--- config.mk ---
export PLATFORM = sky130hd
export DESIGN_NAME = pse_port_command_control
export DESIGN_NICKNAME = d
export VERILOG_FILES = /design/src/pse_pkg.sv /design/src/pse_port_command_control.sv
export SDC_FILE = /design/constraint.sdc
export NUM_CORES = 1
export LEC_CHECK = 0
export BUFFER_PORTS_ARGS = -buffer_cell sky130_fd_sc_hd__buf_4
export CAP_MARGIN = 20
export CORE_ASPECT_RATIO = 1.5
export CORE_UTILIZATION = 52
export DETAILED_ROUTE_END_ITERATION = 10
export PLACE_DENSITY_LB_ADDON = 0.12
export SETUP_SLACK_MARGIN = 0.4
export SYNTH_ARGS = -nofsm -noshare
export SYNTH_HDL_FRONTEND = slang
export SYNTH_SLANG_ARGS = --single-unit
--- constraint.sdc ---
create_clock -name MCLK -period 2.3 [get_ports MCLK]
set_input_delay 0.23 -clock MCLK [delete_from_list [all_inputs] [get_ports MCLK]]
set_output_delay 0.23 -clock MCLK [all_outputs]
set_load 0.02 [all_outputs]
--- src/pse_pkg.sv ---
package pse_pkg;

	// ****************************************
	// Timing
	// ****************************************
	localparam int unsigned CLK_HZ      = 40_000_000;
	localparam int unsigned STARTUP_MS  = 60;
	localparam int unsigned BACKOFF_S   = 2;
	localparam int unsigned STARTUP_CYC = STARTUP_MS * (CLK_HZ / 1000);
	localparam int unsigned BACKOFF_CYC = BACKOFF_S * CLK_HZ;
	localparam int          CNT_W       = 27;
	localparam int          NPORTS      = 4;

	// ****************************************
	// Register map and fields
	// ****************************************
	localparam logic [7:0] OFS_CFG0   = 8'h00;
	localparam logic [7:0] OFS_ICUT0  = 8'h10;
	localparam logic [7:0] OFS_CMD    = 8'h20;
	localparam logic [7:0] OFS_STAT   = 8'h24;
	localparam logic [7:0] OFS_RESULT = 8'h28;
	localparam logic [7:0] OFS_EVT    = 8'h2c;
	localparam logic [7:0] OFS_MASK   = 8'h30;
	localparam logic [7:0] OFS_DEV    = 8'h34;
	localparam int         CFG_MODE_LSB = 0;
	localparam int         CFG_EXT_BIT  = 3;
	localparam int         CMD_CODE_LSB = 2;
	localparam int         CMD_PORT_LSB = 0;
	localparam logic [7:0] CFG_RST    = 8'h04;
	localparam logic [7:0] OVERCURRENT_CUT_THRESHOLD_RST   = 8'h75;
	localparam logic [3:0] MASK_RST   = 4'hf;
	localparam logic [7:0] OVERCURRENT_CUT_THRESHOLD_CLS1  = 8'h1e;
	localparam logic [7:0] OVERCURRENT_CUT_THRESHOLD_CLS2  = 8'h35;
	localparam logic [7:0] OVERCURRENT_CUT_THRESHOLD_STD   = 8'h75;
	localparam logic [7:0] OVERCURRENT_CUT_THRESHOLD_EXT   = 8'hc9;

	// ****************************************
	// Encodings
	// ****************************************
	typedef enum logic [2:0] {
		DET_UNKNOWN = 3'b000, DET_SHORT = 3'b001, DET_RSV2 = 3'b010, DET_SIG_LOW = 3'b011,
		DET_GOOD = 3'b100, DET_HIGH = 3'b101, DET_OPEN = 3'b110, DET_RSV7 = 3'b111
	} det_t;
	typedef enum logic [2:0] {
		CLS_UNKNOWN = 3'b000, CLS_1 = 3'b001, CLS_2 = 3'b010, CLS_3 = 3'b011,
		CLS_4 = 3'b100, CLS_PNE = 3'b101, CLS_0 = 3'b110, CLS_OVL = 3'b111
	} cls_t;
	typedef enum logic [1:0] {
		MODE_SHUT = 2'b00, MODE_MANUAL = 2'b01, MODE_SEMI = 2'b10, MODE_AUTO = 2'b11
	} mode_t;
	typedef enum logic [2:0] {
		CMD_NONE = 3'b000, CMD_PWR_ON = 3'b001, CMD_PWR_OFF = 3'b010, CMD_RST_PORT = 3'b011,
		CMD_BACKOFF = 3'b100, CMD_RST_CHIP = 3'b101, CMD_GET_VEE = 3'b110, CMD_GET_CUR = 3'b111
	} cmd_t;
	typedef enum logic [2:0] {
		P_IDLE = 3'b000, P_DET = 3'b001, P_CLS1 = 3'b010, P_CLS2 = 3'b011,
		P_PEND = 3'b100, P_START = 3'b101, P_ON = 3'b110
	} pstate_t;

	// ****************************************
	// Carriers
	// ****************************************
	typedef struct packed {
		logic [NPORTS-1:0]        det_done;
		logic [NPORTS-1:0]        cls_done;
		det_t [NPORTS-1:0]        det_res;
		cls_t [NPORTS-1:0]        cls_res;
		logic [15:0]              vee_mv;
		logic [NPORTS-1:0][15:0]  cur;
	} afe_in_t;
	typedef struct packed {
		logic [NPORTS-1:0]        det_start;
		logic [NPORTS-1:0]        cls_start;
		logic [NPORTS-1:0]        pwr_en;
		logic [NPORTS-1:0]        current_limit_high;
		logic [NPORTS-1:0][7:0]   overcurrent_cut_threshold;
	} afe_out_t;

endpackage

--- src/pse_port_command_control.sv ---
// Chosen here: the AHB-Lite slave port and the address map.
`timescale 1ns/1ps
// Contract
// - Detection result codes: unknown, short, low, good, high, open; 010/111 reserved.
// - Class codes: unknown, 1-4, probes unequal, 110 class 0, 111 overload.
// - Port mode 00 shutdown, 01 manual, 10 semi-automatic, 11 automatic.
// - Automatic mode, class 1 loads threshold 0x1E regardless of extended power.
// - Automatic mode, class 2 loads threshold 0x35 regardless of extended power.
// - Automatic mode, class 0/3, or class 4 without extended power, loads 0x75.
// - Automatic mode, class 4 with extended power loads 0xC9, limit 850 mA.
// - First 60 ms after turn-on the limit stays at 425 mA.
// - Command byte: code in bits 4:2, port in 1:0; 001 on, 010 off, 011 reset.
// - Code 100 toggles the detection back-off bit.
// - With back-off set, wait 2 s between detection attempts.
// - Code 101 resets the whole chip.
// - Code 110 returns supply voltage in millivolts, two bytes.
// - Code 111 returns selected port current in 100 uA units, two bytes.
// - Automatic mode sequences power-up, second class event on class 4 with extension.
// - Semi-automatic raises class-complete event after good detection and class result.
// - Manual power-on skips detection, classifies, refuses invalid class signature.
// - Manual power-on refuses overload, or second event not class 4.
// - Manual power-on classification does not set class-complete event.
// - Power-on command in semi or automatic mode still powers the port.
// - Event register and interrupt pin always agree, within 5 ms.
module pse_port_command_control
	import pse_pkg::*;
#(
	parameter int unsigned STARTUP_CYCLES = STARTUP_CYC,
	parameter int unsigned BACKOFF_CYCLES = BACKOFF_CYC
)
(
	input  wire logic        MCLK,
	input  wire logic        RST_N,
	input  wire logic        HSEL,
	input  wire logic [31:0] HADDR,
	input  wire logic [1:0]  HTRANS,
	input  wire logic        HWRITE,
	input  wire logic [2:0]  HSIZE,
	input  wire logic [31:0] HWDATA,
	input  wire logic        HREADY,
	output logic             HREADYOUT,
	output logic [31:0]      HRDATA,
	output logic             HRESP,
	input  wire afe_in_t     AFE_IN,
	output afe_out_t         AFE_OUT,
	output logic             INT_N
);

	// ****************************************
	// State
	// ****************************************
	typedef struct packed {
		pstate_t           st;
		logic [CNT_W-1:0]  cnt;
		det_t              det;
		cls_t              cls;
		logic              manual;
		logic              two;
		logic              current_limit_hi;
		logic              dstart;
		logic              cstart;
	} port_t;

	typedef struct packed {
		port_t [NPORTS-1:0]       port;
		logic [NPORTS-1:0][7:0]   cfg;
		logic [NPORTS-1:0][7:0]   overcurrent_cut_threshold;
		logic                     backoff;
		logic [15:0]              result;
		logic [NPORTS-1:0]        evt;
		logic [NPORTS-1:0]        mask;
		logic                     int_n;
		logic                     bus_sel;
		logic                     bus_wr;
		logic [7:0]               bus_addr;
		logic [31:0]              rdata;
	} state_t;

	state_t      s_q;
	state_t      s_d;
	logic        cmd_we;
	cmd_t        cmd_code;
	logic [1:0]  cmd_port;

	function automatic state_t rst_state();
		state_t r;
		r = '0;
		r.cfg = {NPORTS{CFG_RST}};
		r.overcurrent_cut_threshold = {NPORTS{OVERCURRENT_CUT_THRESHOLD_RST}};
		r.mask = MASK_RST;
		r.int_n = 1'b1;
		return r;
	endfunction

	function automatic logic [7:0] overcurrent_cut_threshold_for(cls_t c, logic ext);
		case (c)
			CLS_1:   overcurrent_cut_threshold_for = OVERCURRENT_CUT_THRESHOLD_CLS1;
			CLS_2:   overcurrent_cut_threshold_for = OVERCURRENT_CUT_THRESHOLD_CLS2;
			CLS_4:   overcurrent_cut_threshold_for = ext ? OVERCURRENT_CUT_THRESHOLD_EXT : OVERCURRENT_CUT_THRESHOLD_STD;
			default: overcurrent_cut_threshold_for = OVERCURRENT_CUT_THRESHOLD_STD;
		endcase
	endfunction

	// Classes that carry a usable power signature
	function automatic logic cls_ok(cls_t c);
		cls_ok = (c != CLS_UNKNOWN) && (c != CLS_PNE) && (c != CLS_OVL);
	endfunction

	// ****************************************
	// Command decode
	// ****************************************
	always_comb
	begin
		cmd_we = s_q.bus_sel && s_q.bus_wr && (s_q.bus_addr == OFS_CMD);
		cmd_code = cmd_t'(HWDATA[CMD_CODE_LSB +: 3]);
		cmd_port = HWDATA[CMD_PORT_LSB +: 2];
	end

	// ****************************************
	// Next state
	// ****************************************
	always_comb
	begin
		logic [31:0]        rd;
		logic [NPORTS-1:0]  set_evt;
		logic [NPORTS-1:0]  clr_evt;
		logic [CNT_W-1:0]   wait_cnt;
		mode_t              mode;
		logic               ext;
		logic               fin;
		logic               ok;
		cls_t               res;
		state_t             r;
		rd = '0;
		set_evt = '0;
		clr_evt = '0;
		mode = MODE_SHUT;
		ext = 1'b0;
		fin = 1'b0;
		ok = 1'b0;
		res = CLS_UNKNOWN;
		r = '0;
		s_d = s_q;
		// Back-off wait is loaded on failed detection, on a class finish that does not power up, and on power-off or port reset
		wait_cnt = s_q.backoff ? CNT_W'(BACKOFF_CYCLES) : '0;

		// Address phase: latch and prepare read data so HRDATA comes from a flop
		s_d.bus_sel = HSEL && HTRANS[1] && HREADY;
		s_d.bus_wr = HWRITE;
		s_d.bus_addr = HADDR[7:0];
		if (HSEL && HTRANS[1] && HREADY && !HWRITE)
		begin
			if (HADDR[7:4] == OFS_CFG0[7:4])
				rd = {24'h000000, s_q.cfg[HADDR[3:2]]};
			else if (HADDR[7:4] == OFS_ICUT0[7:4])
				rd = {24'h000000, s_q.overcurrent_cut_threshold[HADDR[3:2]]};
			else
			begin
				case (HADDR[7:0])
					OFS_STAT:
						for (int p = 0; p < NPORTS; p++)
							rd[8*p +: 8] = {s_q.port[p].st == P_ON,
								(s_q.port[p].st == P_START) || (s_q.port[p].st == P_ON),
								s_q.port[p].cls, s_q.port[p].det};
					OFS_RESULT: rd = {16'h0000, s_q.result};
					OFS_EVT:
					begin
						rd = {28'h0000000, s_q.evt};
						// Clear on read; a set in the same cycle survives
						clr_evt = '1;
					end
					OFS_MASK: rd = {28'h0000000, s_q.mask};
					OFS_DEV:  rd = {31'h00000000, s_q.backoff};
					default:  rd = '0;
				endcase
			end
		end
		// Read data stands until the next read is taken, so the data phase edge is race free
		if (HSEL && HTRANS[1] && HREADY && !HWRITE)
			s_d.rdata = rd;

		// Data phase writes
		if (s_q.bus_sel && s_q.bus_wr)
		begin
			if (s_q.bus_addr[7:4] == OFS_CFG0[7:4])
				s_d.cfg[s_q.bus_addr[3:2]] = {4'h0, HWDATA[3:0]};
			else if (s_q.bus_addr[7:4] == OFS_ICUT0[7:4])
				s_d.overcurrent_cut_threshold[s_q.bus_addr[3:2]] = HWDATA[7:0];
			else if (s_q.bus_addr == OFS_MASK)
				s_d.mask = HWDATA[NPORTS-1:0];
		end
		if (cmd_we && cmd_code == CMD_BACKOFF)
			s_d.backoff = !s_q.backoff;
		if (cmd_we && cmd_code == CMD_GET_VEE)
			s_d.result = AFE_IN.vee_mv;
		if (cmd_we && cmd_code == CMD_GET_CUR)
			s_d.result = AFE_IN.cur[cmd_port];

		// Per-port sequencing
		for (int i = 0; i < NPORTS; i++)
		begin
			mode = mode_t'(s_q.cfg[i][CFG_MODE_LSB +: 2]);
			ext = s_q.cfg[i][CFG_EXT_BIT];
			fin = 1'b0;
			res = AFE_IN.cls_res[i];
			s_d.port[i].dstart = 1'b0;
			s_d.port[i].cstart = 1'b0;
			if (s_q.port[i].cnt != '0)
				s_d.port[i].cnt = s_q.port[i].cnt - 1'b1;
			case (s_q.port[i].st)
				P_IDLE:
					if ((mode == MODE_SEMI || mode == MODE_AUTO) && s_q.port[i].cnt == '0)
					begin
						s_d.port[i].st = P_DET;
						s_d.port[i].dstart = 1'b1;
					end
				P_DET:
					if (AFE_IN.det_done[i])
					begin
						s_d.port[i].det = AFE_IN.det_res[i];
						if (AFE_IN.det_res[i] == DET_GOOD)
						begin
							s_d.port[i].st = P_CLS1;
							s_d.port[i].cstart = 1'b1;
							s_d.port[i].manual = 1'b0;
						end
						else
						begin
							s_d.port[i].st = P_IDLE;
							s_d.port[i].cnt = wait_cnt;
						end
					end
				P_CLS1:
					if (AFE_IN.cls_done[i])
					begin
						s_d.port[i].cls = res;
						s_d.port[i].two = 1'b0;
						if (res == CLS_4 && ext)
						begin
							// Second classification event
							s_d.port[i].st = P_CLS2;
							s_d.port[i].cstart = 1'b1;
						end
						else
							fin = 1'b1;
					end
				P_CLS2:
					if (AFE_IN.cls_done[i])
					begin
						s_d.port[i].cls = res;
						s_d.port[i].two = 1'b1;
						fin = 1'b1;
					end
				P_PEND:
					if (mode != MODE_SEMI && mode != MODE_MANUAL)
						s_d.port[i].st = P_IDLE;
				P_START:
					// Limit stays low until the start-up interval runs out
					if (s_q.port[i].cnt == '0)
					begin
						s_d.port[i].st = P_ON;
						s_d.port[i].current_limit_hi = ext && (s_q.port[i].cls == CLS_4);
					end
				P_ON:
					s_d.port[i].st = P_ON;
				default:
					s_d.port[i].st = P_IDLE;
			endcase

			if (fin)
			begin
				ok = cls_ok(res) && !(s_d.port[i].two && res != CLS_4);
				if (s_q.port[i].manual)
				begin
					// No class-complete event on this path
					s_d.port[i].st = ok ? P_START : P_IDLE;
				end
				else if (mode == MODE_AUTO)
				begin
					s_d.overcurrent_cut_threshold[i] = overcurrent_cut_threshold_for(res, ext);
					s_d.port[i].st = ok ? P_START : P_IDLE;
				end
				else
				begin
					set_evt[i] = 1'b1;
					s_d.port[i].st = P_PEND;
				end
				s_d.port[i].cnt = (s_d.port[i].st == P_START) ? CNT_W'(STARTUP_CYCLES) : wait_cnt;
				s_d.port[i].current_limit_hi = 1'b0;
			end

			if (mode == MODE_SHUT)
			begin
				s_d.port[i].st = P_IDLE;
				s_d.port[i].current_limit_hi = 1'b0;
			end
			else if (cmd_we && cmd_port == i[1:0])
			begin
				case (cmd_code)
					CMD_PWR_ON:
					begin
						// Honoured in every active mode, detection skipped
						s_d.port[i].st = P_CLS1;
						s_d.port[i].cstart = 1'b1;
						s_d.port[i].manual = 1'b1;
						s_d.port[i].current_limit_hi = 1'b0;
					end
					CMD_PWR_OFF, CMD_RST_PORT:
					begin
						s_d.port[i].st = P_IDLE;
						s_d.port[i].manual = 1'b0;
						s_d.port[i].current_limit_hi = 1'b0;
						s_d.port[i].cnt = wait_cnt;
						if (cmd_code == CMD_RST_PORT)
						begin
							s_d.port[i].det = DET_UNKNOWN;
							s_d.port[i].cls = CLS_UNKNOWN;
						end
					end
					default:
						s_d.port[i].st = s_d.port[i].st;
				endcase
			end
		end

		// Set wins over clear-on-read; pin follows register in the same cycle
		s_d.evt = (s_q.evt & ~clr_evt) | set_evt;
		s_d.int_n = !(|(s_d.evt & s_d.mask));

		if (cmd_we && cmd_code == CMD_RST_CHIP)
		begin
			// Bus phase state survives so the current transfer completes
			r = rst_state();
			r.bus_sel = s_d.bus_sel;
			r.bus_wr = s_d.bus_wr;
			r.bus_addr = s_d.bus_addr;
			r.rdata = s_d.rdata;
			s_d = r;
		end
	end

	always_ff @(posedge MCLK or negedge RST_N)
	begin
		if (!RST_N)
			s_q <= rst_state();
		else
			s_q <= s_d;
	end

	// ****************************************
	// Outputs
	// ****************************************
	always_comb
	begin
		HREADYOUT = 1'b1;
		HRESP = 1'b0;
		HRDATA = s_q.rdata;
		INT_N = s_q.int_n;
		AFE_OUT.overcurrent_cut_threshold = s_q.overcurrent_cut_threshold;
		for (int i = 0; i < NPORTS; i++)
		begin
			AFE_OUT.det_start[i] = s_q.port[i].dstart;
			AFE_OUT.cls_start[i] = s_q.port[i].cstart;
			AFE_OUT.pwr_en[i] = (s_q.port[i].st == P_START) || (s_q.port[i].st == P_ON);
			AFE_OUT.current_limit_high[i] = s_q.port[i].current_limit_hi;
		end
	end

	// ****************************************
	// Assertions (ports the scenarios exercise)
	// ****************************************
	startup_limit_a: assert property (@(posedge MCLK) disable iff (!RST_N)
		(s_q.port[0].st == P_START) |-> !AFE_OUT.current_limit_high[0] && AFE_OUT.pwr_en[0])
		else $error("limit raised during start-up");

	class1_overcurrent_cut_threshold_a: assert property (@(posedge MCLK) disable iff (!RST_N)
		(s_q.port[0].st == P_CLS1 && AFE_IN.cls_done[0] && AFE_IN.cls_res[0] == CLS_1
		&& s_q.cfg[0][1:0] == MODE_AUTO && !s_q.port[0].manual && !cmd_we)
		|=> s_q.overcurrent_cut_threshold[0] == 8'h1e && s_q.port[0].st == P_START)
		else $error("class 1 threshold not loaded");

	ext4_overcurrent_cut_threshold_a: assert property (@(posedge MCLK) disable iff (!RST_N)
		(s_q.port[0].st == P_CLS2 && AFE_IN.cls_done[0] && AFE_IN.cls_res[0] == CLS_4
		&& s_q.cfg[0][1:0] == MODE_AUTO && !s_q.port[0].manual && !cmd_we)
		|=> s_q.overcurrent_cut_threshold[0] == 8'hc9)
		else $error("extended threshold not loaded");

	overload_refuse_a: assert property (@(posedge MCLK) disable iff (!RST_N)
		(s_q.port[2].st == P_CLS1 && s_q.port[2].manual && AFE_IN.cls_done[2]
		&& AFE_IN.cls_res[2] == CLS_OVL && !cmd_we)
		|=> !AFE_OUT.pwr_en[2] ##1 !AFE_OUT.pwr_en[2])
		else $error("overload port powered");

	semi_event_a: assert property (@(posedge MCLK) disable iff (!RST_N)
		(s_q.port[1].st == P_CLS1 && AFE_IN.cls_done[1] && AFE_IN.cls_res[1] == CLS_2
		&& s_q.cfg[1][1:0] == MODE_SEMI && !s_q.port[1].manual && !cmd_we)
		|=> s_q.evt[1] && s_q.port[1].st == P_PEND)
		else $error("class-complete event missing");

	manual_noevt_a: assert property (@(posedge MCLK) disable iff (!RST_N)
		(s_q.port[2].st == P_CLS1 && s_q.port[2].manual && !s_q.evt[2])
		|=> !s_q.evt[2])
		else $error("manual classification set event");

	int_agree_a: assert property (@(posedge MCLK) disable iff (!RST_N)
		INT_N == !(|(s_q.evt & s_q.mask)))
		else $error("interrupt pin disagrees with register");

	backoff_toggle_a: assert property (@(posedge MCLK) disable iff (!RST_N)
		(cmd_we && cmd_code == CMD_BACKOFF) |=> s_q.backoff != $past(s_q.backoff))
		else $error("back-off bit not toggled");

	manual_skip_a: assert property (@(posedge MCLK) disable iff (!RST_N)
		(cmd_we && cmd_code == CMD_PWR_ON && cmd_port == 2'b10 && s_q.cfg[2][1:0] != MODE_SHUT)
		|=> s_q.port[2].st == P_CLS1 && AFE_OUT.cls_start[2] && !AFE_OUT.det_start[2])
		else $error("power-on did not go straight to classification");

endmodule

==> results of run 1 <==
==> final cells by class <==
cell class	instances	area, um^2
inverter	41	154
fill	1909	6610
multi-input combinational	1216	10600
timing repair buffer	585	5190
antenna	1	2.50
tap	405	507
clock buffer	36	762
sequential	280	7050
clock inverter	18	178
==> timing repair <==
| item | CTS | global route |
|---|---|---|
| resized for setup | 256 | 256 |
| pin swaps | 113 | 156 |
| gates cloned | 7 | 3 |
| buffers inserted | 76 | 47 |
| hold endpoints to repair | 295 | 0 |
| hold buffers | 45 | 0 |
| setup endpoints to repair | 234 | 242 |
==> power by group <==
group | switching (mW) | internal, mW | total, mW
Sequential | 0.598 | 5.49 | 6.09
Combinational | 1.82 | 1.81 | 3.63
Clock | 2.09 | 2.70 | 4.79
Total | 4.51 | 10.0 | 14.5
==> critical path: stages (launching register included) <==
cell and delay, ps:
dfrtp_1 380, or4_4 540, or4_4 470, or3_4 370
buf_4 150, buf_6 100, nand4_1 100, xor2_1 150
nor2_1 50
==> state kept, by name (all words and copies together), names as in the netlist <==
register and count:
INT_N 1, HRDATA 32, AFE_OUT 44, s_q 203
==> how the worst max path moves through the flow <==
stage / startpoint / to / depth (start not counted)
after floorplan: s_q[240] / s_q[246] / 6
after global placement: s_q[242] / s_q[246] / 6
after detailed placement: s_q[242] / s_q[246] / 6
after CTS: s_q[233] / s_q[246] / 6
after global routing: s_q[242] / s_q[249] / 7
final: s_q[206] / s_q[201] / 8
==> through the flow <==
stage | power [mW] | area (um^2) | util, % | cells
global route | 15.0 | 24400 | 78.7 | 2582
floorplan | 7.65 | 17200 | - | 1693
detailed placement | 8.86 | 19700 | 63.6 | 2349
CTS | 14.1 | 23000 | 74.2 | 2531
finish | 14.5 | 24400 | 78.7 | 2582
global placement | 8.74 | 19700 | 63.6 | 2349
==> kinds of logic (layout without fill, tap and decap cells) <==
kind of cell	after synthesis	in the layout	synth area share [%]
adders and majority gates	16	16	1.22
and+or+nand+nor	648	650	21.3
xor gates and xnor gates	72	72	3.85
other	2	3	0.0459
muxes	112	112	9.22
AOI/OAI and AO/OA	363	364	14.8
DFF	280	280	43.0
buffers and inverters	200	680	6.57
==> layer usage <==
metal / track usage [%] / share of wire, % / vias up
li1: - / - / 7072
met1: 40.1 / 35 / 7915
met2: 61.9 / 51 / 883
met3: 4.51 / 6.9 / 292
met4: 22.6 / 7.8 / 0
met5: 0 / 0 / -
==> placed cells by master, fill, tap and decap left out, types with 19 or more instances in the layout <==
master,instances
o21ai_2,36
xnor2_1,34
buf_4,418
inv_1,38
nor2_4,31
buf_6,93
nand3_1,19
nor3_1,31
a21oi_1,49
nor2_2,19
a22o_1,19
xor2_1,29
nor4_4,22
or4_4,20
nor2_1,137
mux2_2,29
dlygate4sd3_1,45
clkbuf_16,29
a21oi_2,31
nand2_1,89
o21ai_0,34
nand2_2,20
o21ai_1,27
dfrtp_1,244
mux2i_1,49
nor3_4,24
dfstp_2,29
mux4_2,28
==> reports/qor.csv, run 1 <==
stage,metric,value,unit
status,violations,setup timing,
floorplanning,io_pins,269,
sta,min_period,2430,ps
synth,ys_types,91,
setup_path,end_kind,flop,
detailed_routing,first_pass_iters,6,
setup_path,cp_max_fo,3,
grt,grt_max_degree,73,
setup_path,cp-start-kind,flop,
placed_design,hpwl,39400,um
cells_and_area,drive_gt1_share,48.9,%
sta,holdWs,17.2,ps
setup_path,r2r_slack,-130,ps
synth,synth-async-reset-ratio,100,%
floorplanning,row_count,79,
sta,layout_setup_ws,-135,ps
detailed_routing,wl_per_cell,23.4,um
clock_tree,clock_path_buffers,3,
clock_tree,cts_tree,done,
synth,ys_top_cells_by_area,"dfrtp_1 (38%), dfstp_2 (4.7%), nor2_1 (4.3%)",
job,drv_cap,0,
grt,antenna_found_initial,1,
worst_hold_path,hp-start,AFE_IN[90],
synth,synthCells,1693,
placed_design,place_congestion,0.933,
grt,grt_pass1_vias,16123,
pwr,p_leak,10.4,nW
sta,fin_worst_skew,21.2,ps
grt,grt-ovfl-total,0,
setup_path,required,2750,ps
detailed_routing,ant_nets,0,
worst_hold_path,worstHoldPathType,in -> reg,
worst_hold_path,hold_depth,3,
sta,grt_setup_unrepaired,yes,
synth,synth_nets,1895,
sta,fin_crit_sh,106,%
clock_tree,cts_num_sinks,280,
clock_tree,cts.clk_slew.worst_paths,70,ps
synth,netlist_area,16400,um^2
detailed_routing,drt_iter0_drc,1155,
detailed_routing,vias,16162,
synth,post-synth-top-area-cell,dfrtp_1,
detailed_routing,vias_per_cell,6.26,
clock_tree,worstSkewPairLatency,580,ps
cells_and_area,nNetsFinal,2355,
detailed_routing,route.detailed.drc,0,
floorplanning,die_h,219,um
clock_tree,cts_inserted_buffers,29,
grt,gr-usage-all-layers,35.1,%
detailed_routing,wl,60500,um
floorplanning,die_area,32200,um^2
clock_tree,root_buffer,clkbuf_16,
clock_tree,htreeDepth,1,
synth,ys_seq_area_share,43.0,%
sta,drv_slew,0,
grt,grt_pass1_wl,87600,um
floorplanning,initial_core_util,52.7,%
synth,yosysWarnings,0,
synth,synth_seq_cells,280,
sta,slew_headroom,46.0,%
pwr,p_per_area,594,nW/um^2
status,outcome,"complete, but fails checks",
setup_path,reg2reg_depth,8,
setup_path,arrival,2880,ps
sta,fin_setup_tns,-2860,ps
sta,hold_viol_final,0,
sta,clock.fmax,411,MHz
synth,synthTopCellsByCount,"dfrtp_1 (251), nor2_1 (186), nand2_1 (122), o21ai_0 (99), a21oi_1 (86)",
synth,syn_area_per_cell,9.67,um^2
floorplanning,die-width,147,um
synth,yosysMostFrequentCell,dfrtp_1,
synth,synth_flop_cell,dfrtp_1,
sta,worst_pin_slew,801,ps
floorplanning,core,31000,um^2
pwr,ir_drop,0.657,mV
worst_hold_path,min_to,AFE_OUT[24],
setup_path,worstReg2RegStart,s_q[206],
synth,synth-edff-count,0,
placed_design,port_buffers,214,
cells_and_area,areaGrowthSynthToFinish,49.2,%
setup_path,crit_type,reg -> reg,
synth,synth_top_cell_area_share,38.4,%
placed_design,pre_cts_slack,-139,ps
sta,finalSetupViolCount,54,
setup_path,r2r-end,s_q[201],
No activity file was read; power rests on OpenSTA's default activity.
==> run 2: changes to the inputs <==
Settings changed: CORE_UTILIZATION 52 to 55, GPL_TIMING_DRIVEN set to 1, MAX_ROUTING_LAYER set to met4.
Clock period 2.3 ns to 2.41 ns, I/O delays scaled along.
==> run 2 against run 1 <==
- the flow finishes with violations (hold timing, setup timing)
- count of clock-buffer cells in the layout is 6 higher
- die area shrank 5.4%
- first-iteration DRC count down 4.0%
- global-route usage increased by 2.4 points
- final cell count fell by 2.7%
- non-clock buffer count decreased by 56
- register-to-register slack better by 50 ps
- utilization up 0.26 points
- critical path depth is 1 lower
- total power down 6.6%
- cell area shrank 5.0%
- sequential power is 4.1% lower
- highest routed layer unchanged
==> reports/qor.csv, run 2 (synthesis gave the netlist of run 1 again) <==
stage,metric,value,unit
status,outcome,"complete, but fails checks",
status,violations,"hold timing, setup timing",
sta,min_period,2490,ps
cells_and_area,mostFrequentLayoutCell,buf_4,
detailed_routing,drt_iter0_drc,1109,
setup_path,cp-start-kind,flop,
detailed_routing,wl_per_cell,22.9,um
cells_and_area,nFillCells,1925,
cells_and_area,instances_no_fill,2513,
worst_hold_path,worstHoldPathType,in -> reg,
detailed_routing,vias_per_cell,6.22,
grt,grt_max_degree,71,
pwr,p_total,13.6,mW
detailed_routing,wl,57600,um
clock_tree,root_buffer,clkbuf_16,
clock_tree,cts_tree,done,
floorplanning,die_h,213,um
sta,worst_pin_slew,746,ps
clock_tree,htreeDepth,1,
detailed_routing,route.detailed.drc,0,
sta,grt_setup_unrepaired,yes,
setup_path,max_stage_delay,570,ps
cells_and_area,areaGrowthSynthToFinish,41.8,%
pwr,ir_drop,0.654,mV
placed_design,place_congestion,0.986,
placed_design,post-place-cells,2312,
setup_path,required,2880,ps
sta,fin_worst_skew,21.7,ps
floorplanning,core,29400,um^2
clock_tree,cts_inserted_buffers,28,
detailed_routing,ant_nets,0,
clock_tree,clock_path_buffers,3,
grt,grt_pass1_vias,15510,
clock_tree,cts.clk_slew.worst_paths,70,ps
sta,holdWs,-6.24,ps
setup_path,cp_max_fo,3,
clock_tree,cts_num_sinks,280,
cells_and_area,diodes,0,
sta,fin_crit_sh,103,%
setup_path,crit_type,reg -> reg,
placed_design,hpwl,38500,um
floorplanning,io_pins,269,
pwr,p_leak,10.0,nW
detailed_routing,vias,15633,
cells_and_area,drive_gt1_share,42.6,%
setup_path,critPathBufInv,1,
floorplanning,initial_core_util,55.7,%
sta,finalSetupViolCount,6,
sta,hold_viol_final,1,
grt,grt-ovfl-total,0,
cells_and_area,regMostFlops,s_q,
floorplanning,row_count,77,
grt,gr-usage-all-layers,37.6,%
detailed_routing,first_pass_iters,7,
cells_and_area,final_cell_mix,"buf_4 (396), dfrtp_1 (243), nor2_1 (166)",
sta,drv_slew,0,
sta,slew_headroom,50.3,%
cells_and_area,largest_reg_flops,203,
setup_path,arrival,2960,ps
setup_path,cp_top_family,simple AND/OR/NAND/NOR gates,
floorplanning,die_area,30500,um^2
clock_tree,worstSkewPairLatency,580,ps
sta,layout_setup_ws,-79.9,ps
grt,grt_pass1_wl,84500,um
floorplanning,die-width,143,um
placed_design,port_buffers,214,
sta,clock.fmax,402,MHz
setup_path,slowest_stage,or4_4,
setup_path,path_cells,"or4_4, nor4_4, buf_4, nand2_4, a211o_1, or4b_1, a31oi_1",
cells_and_area,nNetsFinal,2298,
grt,antenna_found_initial,0,
job,drv_cap,0,
pwr,p_per_area,584,nW/um^2
setup_path,end_kind,flop,
run 2: area by class of cell:
type	count	area, um^2	area share [%]
multi-input combinational	1216	9900	42.7
sequential	280	7050	30.4
timing repair buffer	529	4630	19.9
clock buffer	42	845	3.64
tap	395	494	2.13
inverter	41	154	0.663
clock inverter	10	133	0.572
run 2: path summary, 6_finish.rpt:
kind | from | cells past startpoint | endpoint | slack (ps)
max | s_q[274] | 7 | s_q[289] | -80
min reg2reg | s_q[102] | 2 | s_q[102] | 490
min in group asynchronous | RST_N | 2 | s_q[188] | 200
min | AFE_IN[76] | 3 | s_q[63] | -6
max in group asynchronous | RST_N | 3 | s_q[149] | 1410
max reg2reg | s_q[274] | 7 | s_q[289] | -80
run 2: what timing repair did:
| action | 4_1_cts | 5_1_grt |
|---|---|---|
| hold endpoints to repair | 86 | 0 |
| gates resized for setup | 168 | 227 |
| setup endpoints to repair | 211 | 237 |
| pin swaps | 94 | 130 |
| gates cloned | 5 | 3 |
| hold buffers | 38 | 0 |
| setup buffers | 61 | 42 |
run 2: routing by layer:
layer,vias up,part of all wire [%],track usage [%]
met4,0,6.9,22.3
met5,-,0,-
met3,256,6.3,5.14
met2,663,51,64.3
met1,7785,36,41.7
li1,6929,-,-
run 2: worst reg2reg max path, stage by stage (launching register included):
cell and delay [ps]:
dfrtp_1 390, or4_4 570, nor4_4 230, buf_4 210, nand2_4 60, a211o_1 290
or4b_1 480, a31oi_1 180
run 2: power breakdown:
group | switching, mW | internal, mW | total [mW]
sequential | 0.605 | 5.24 | 5.84
clock | 1.98 | 2.74 | 4.71
combinational | 1.47 | 1.53 | 3.00
total | 4.05 | 9.51 | 13.6
run 2: through the flow:
| stage | setup TNS, ps | hold slack [ps] | area [um^2] | worst slack (ps) | utilization [%] |
|---|---|---|---|---|---|
| 2_1_floorplan | -162 | -54.6 | 16800 | -60.3 | - |
| 3_3_place_gp | 0 | 209 | 19300 | 5.17 | 65.6 |
| 3_5_place_dp | -42.4 | 203 | 19300 | -19.5 | 65.6 |
| 4_1_cts | 0 | 3.06 | 21900 | 9.21 | 74.6 |
| 5_1_grt | -2090 | 22.7 | 23200 | -117 | 79.0 |
| 6_report | -308 | -6.24 | 23200 | -79.9 | 79.0 |
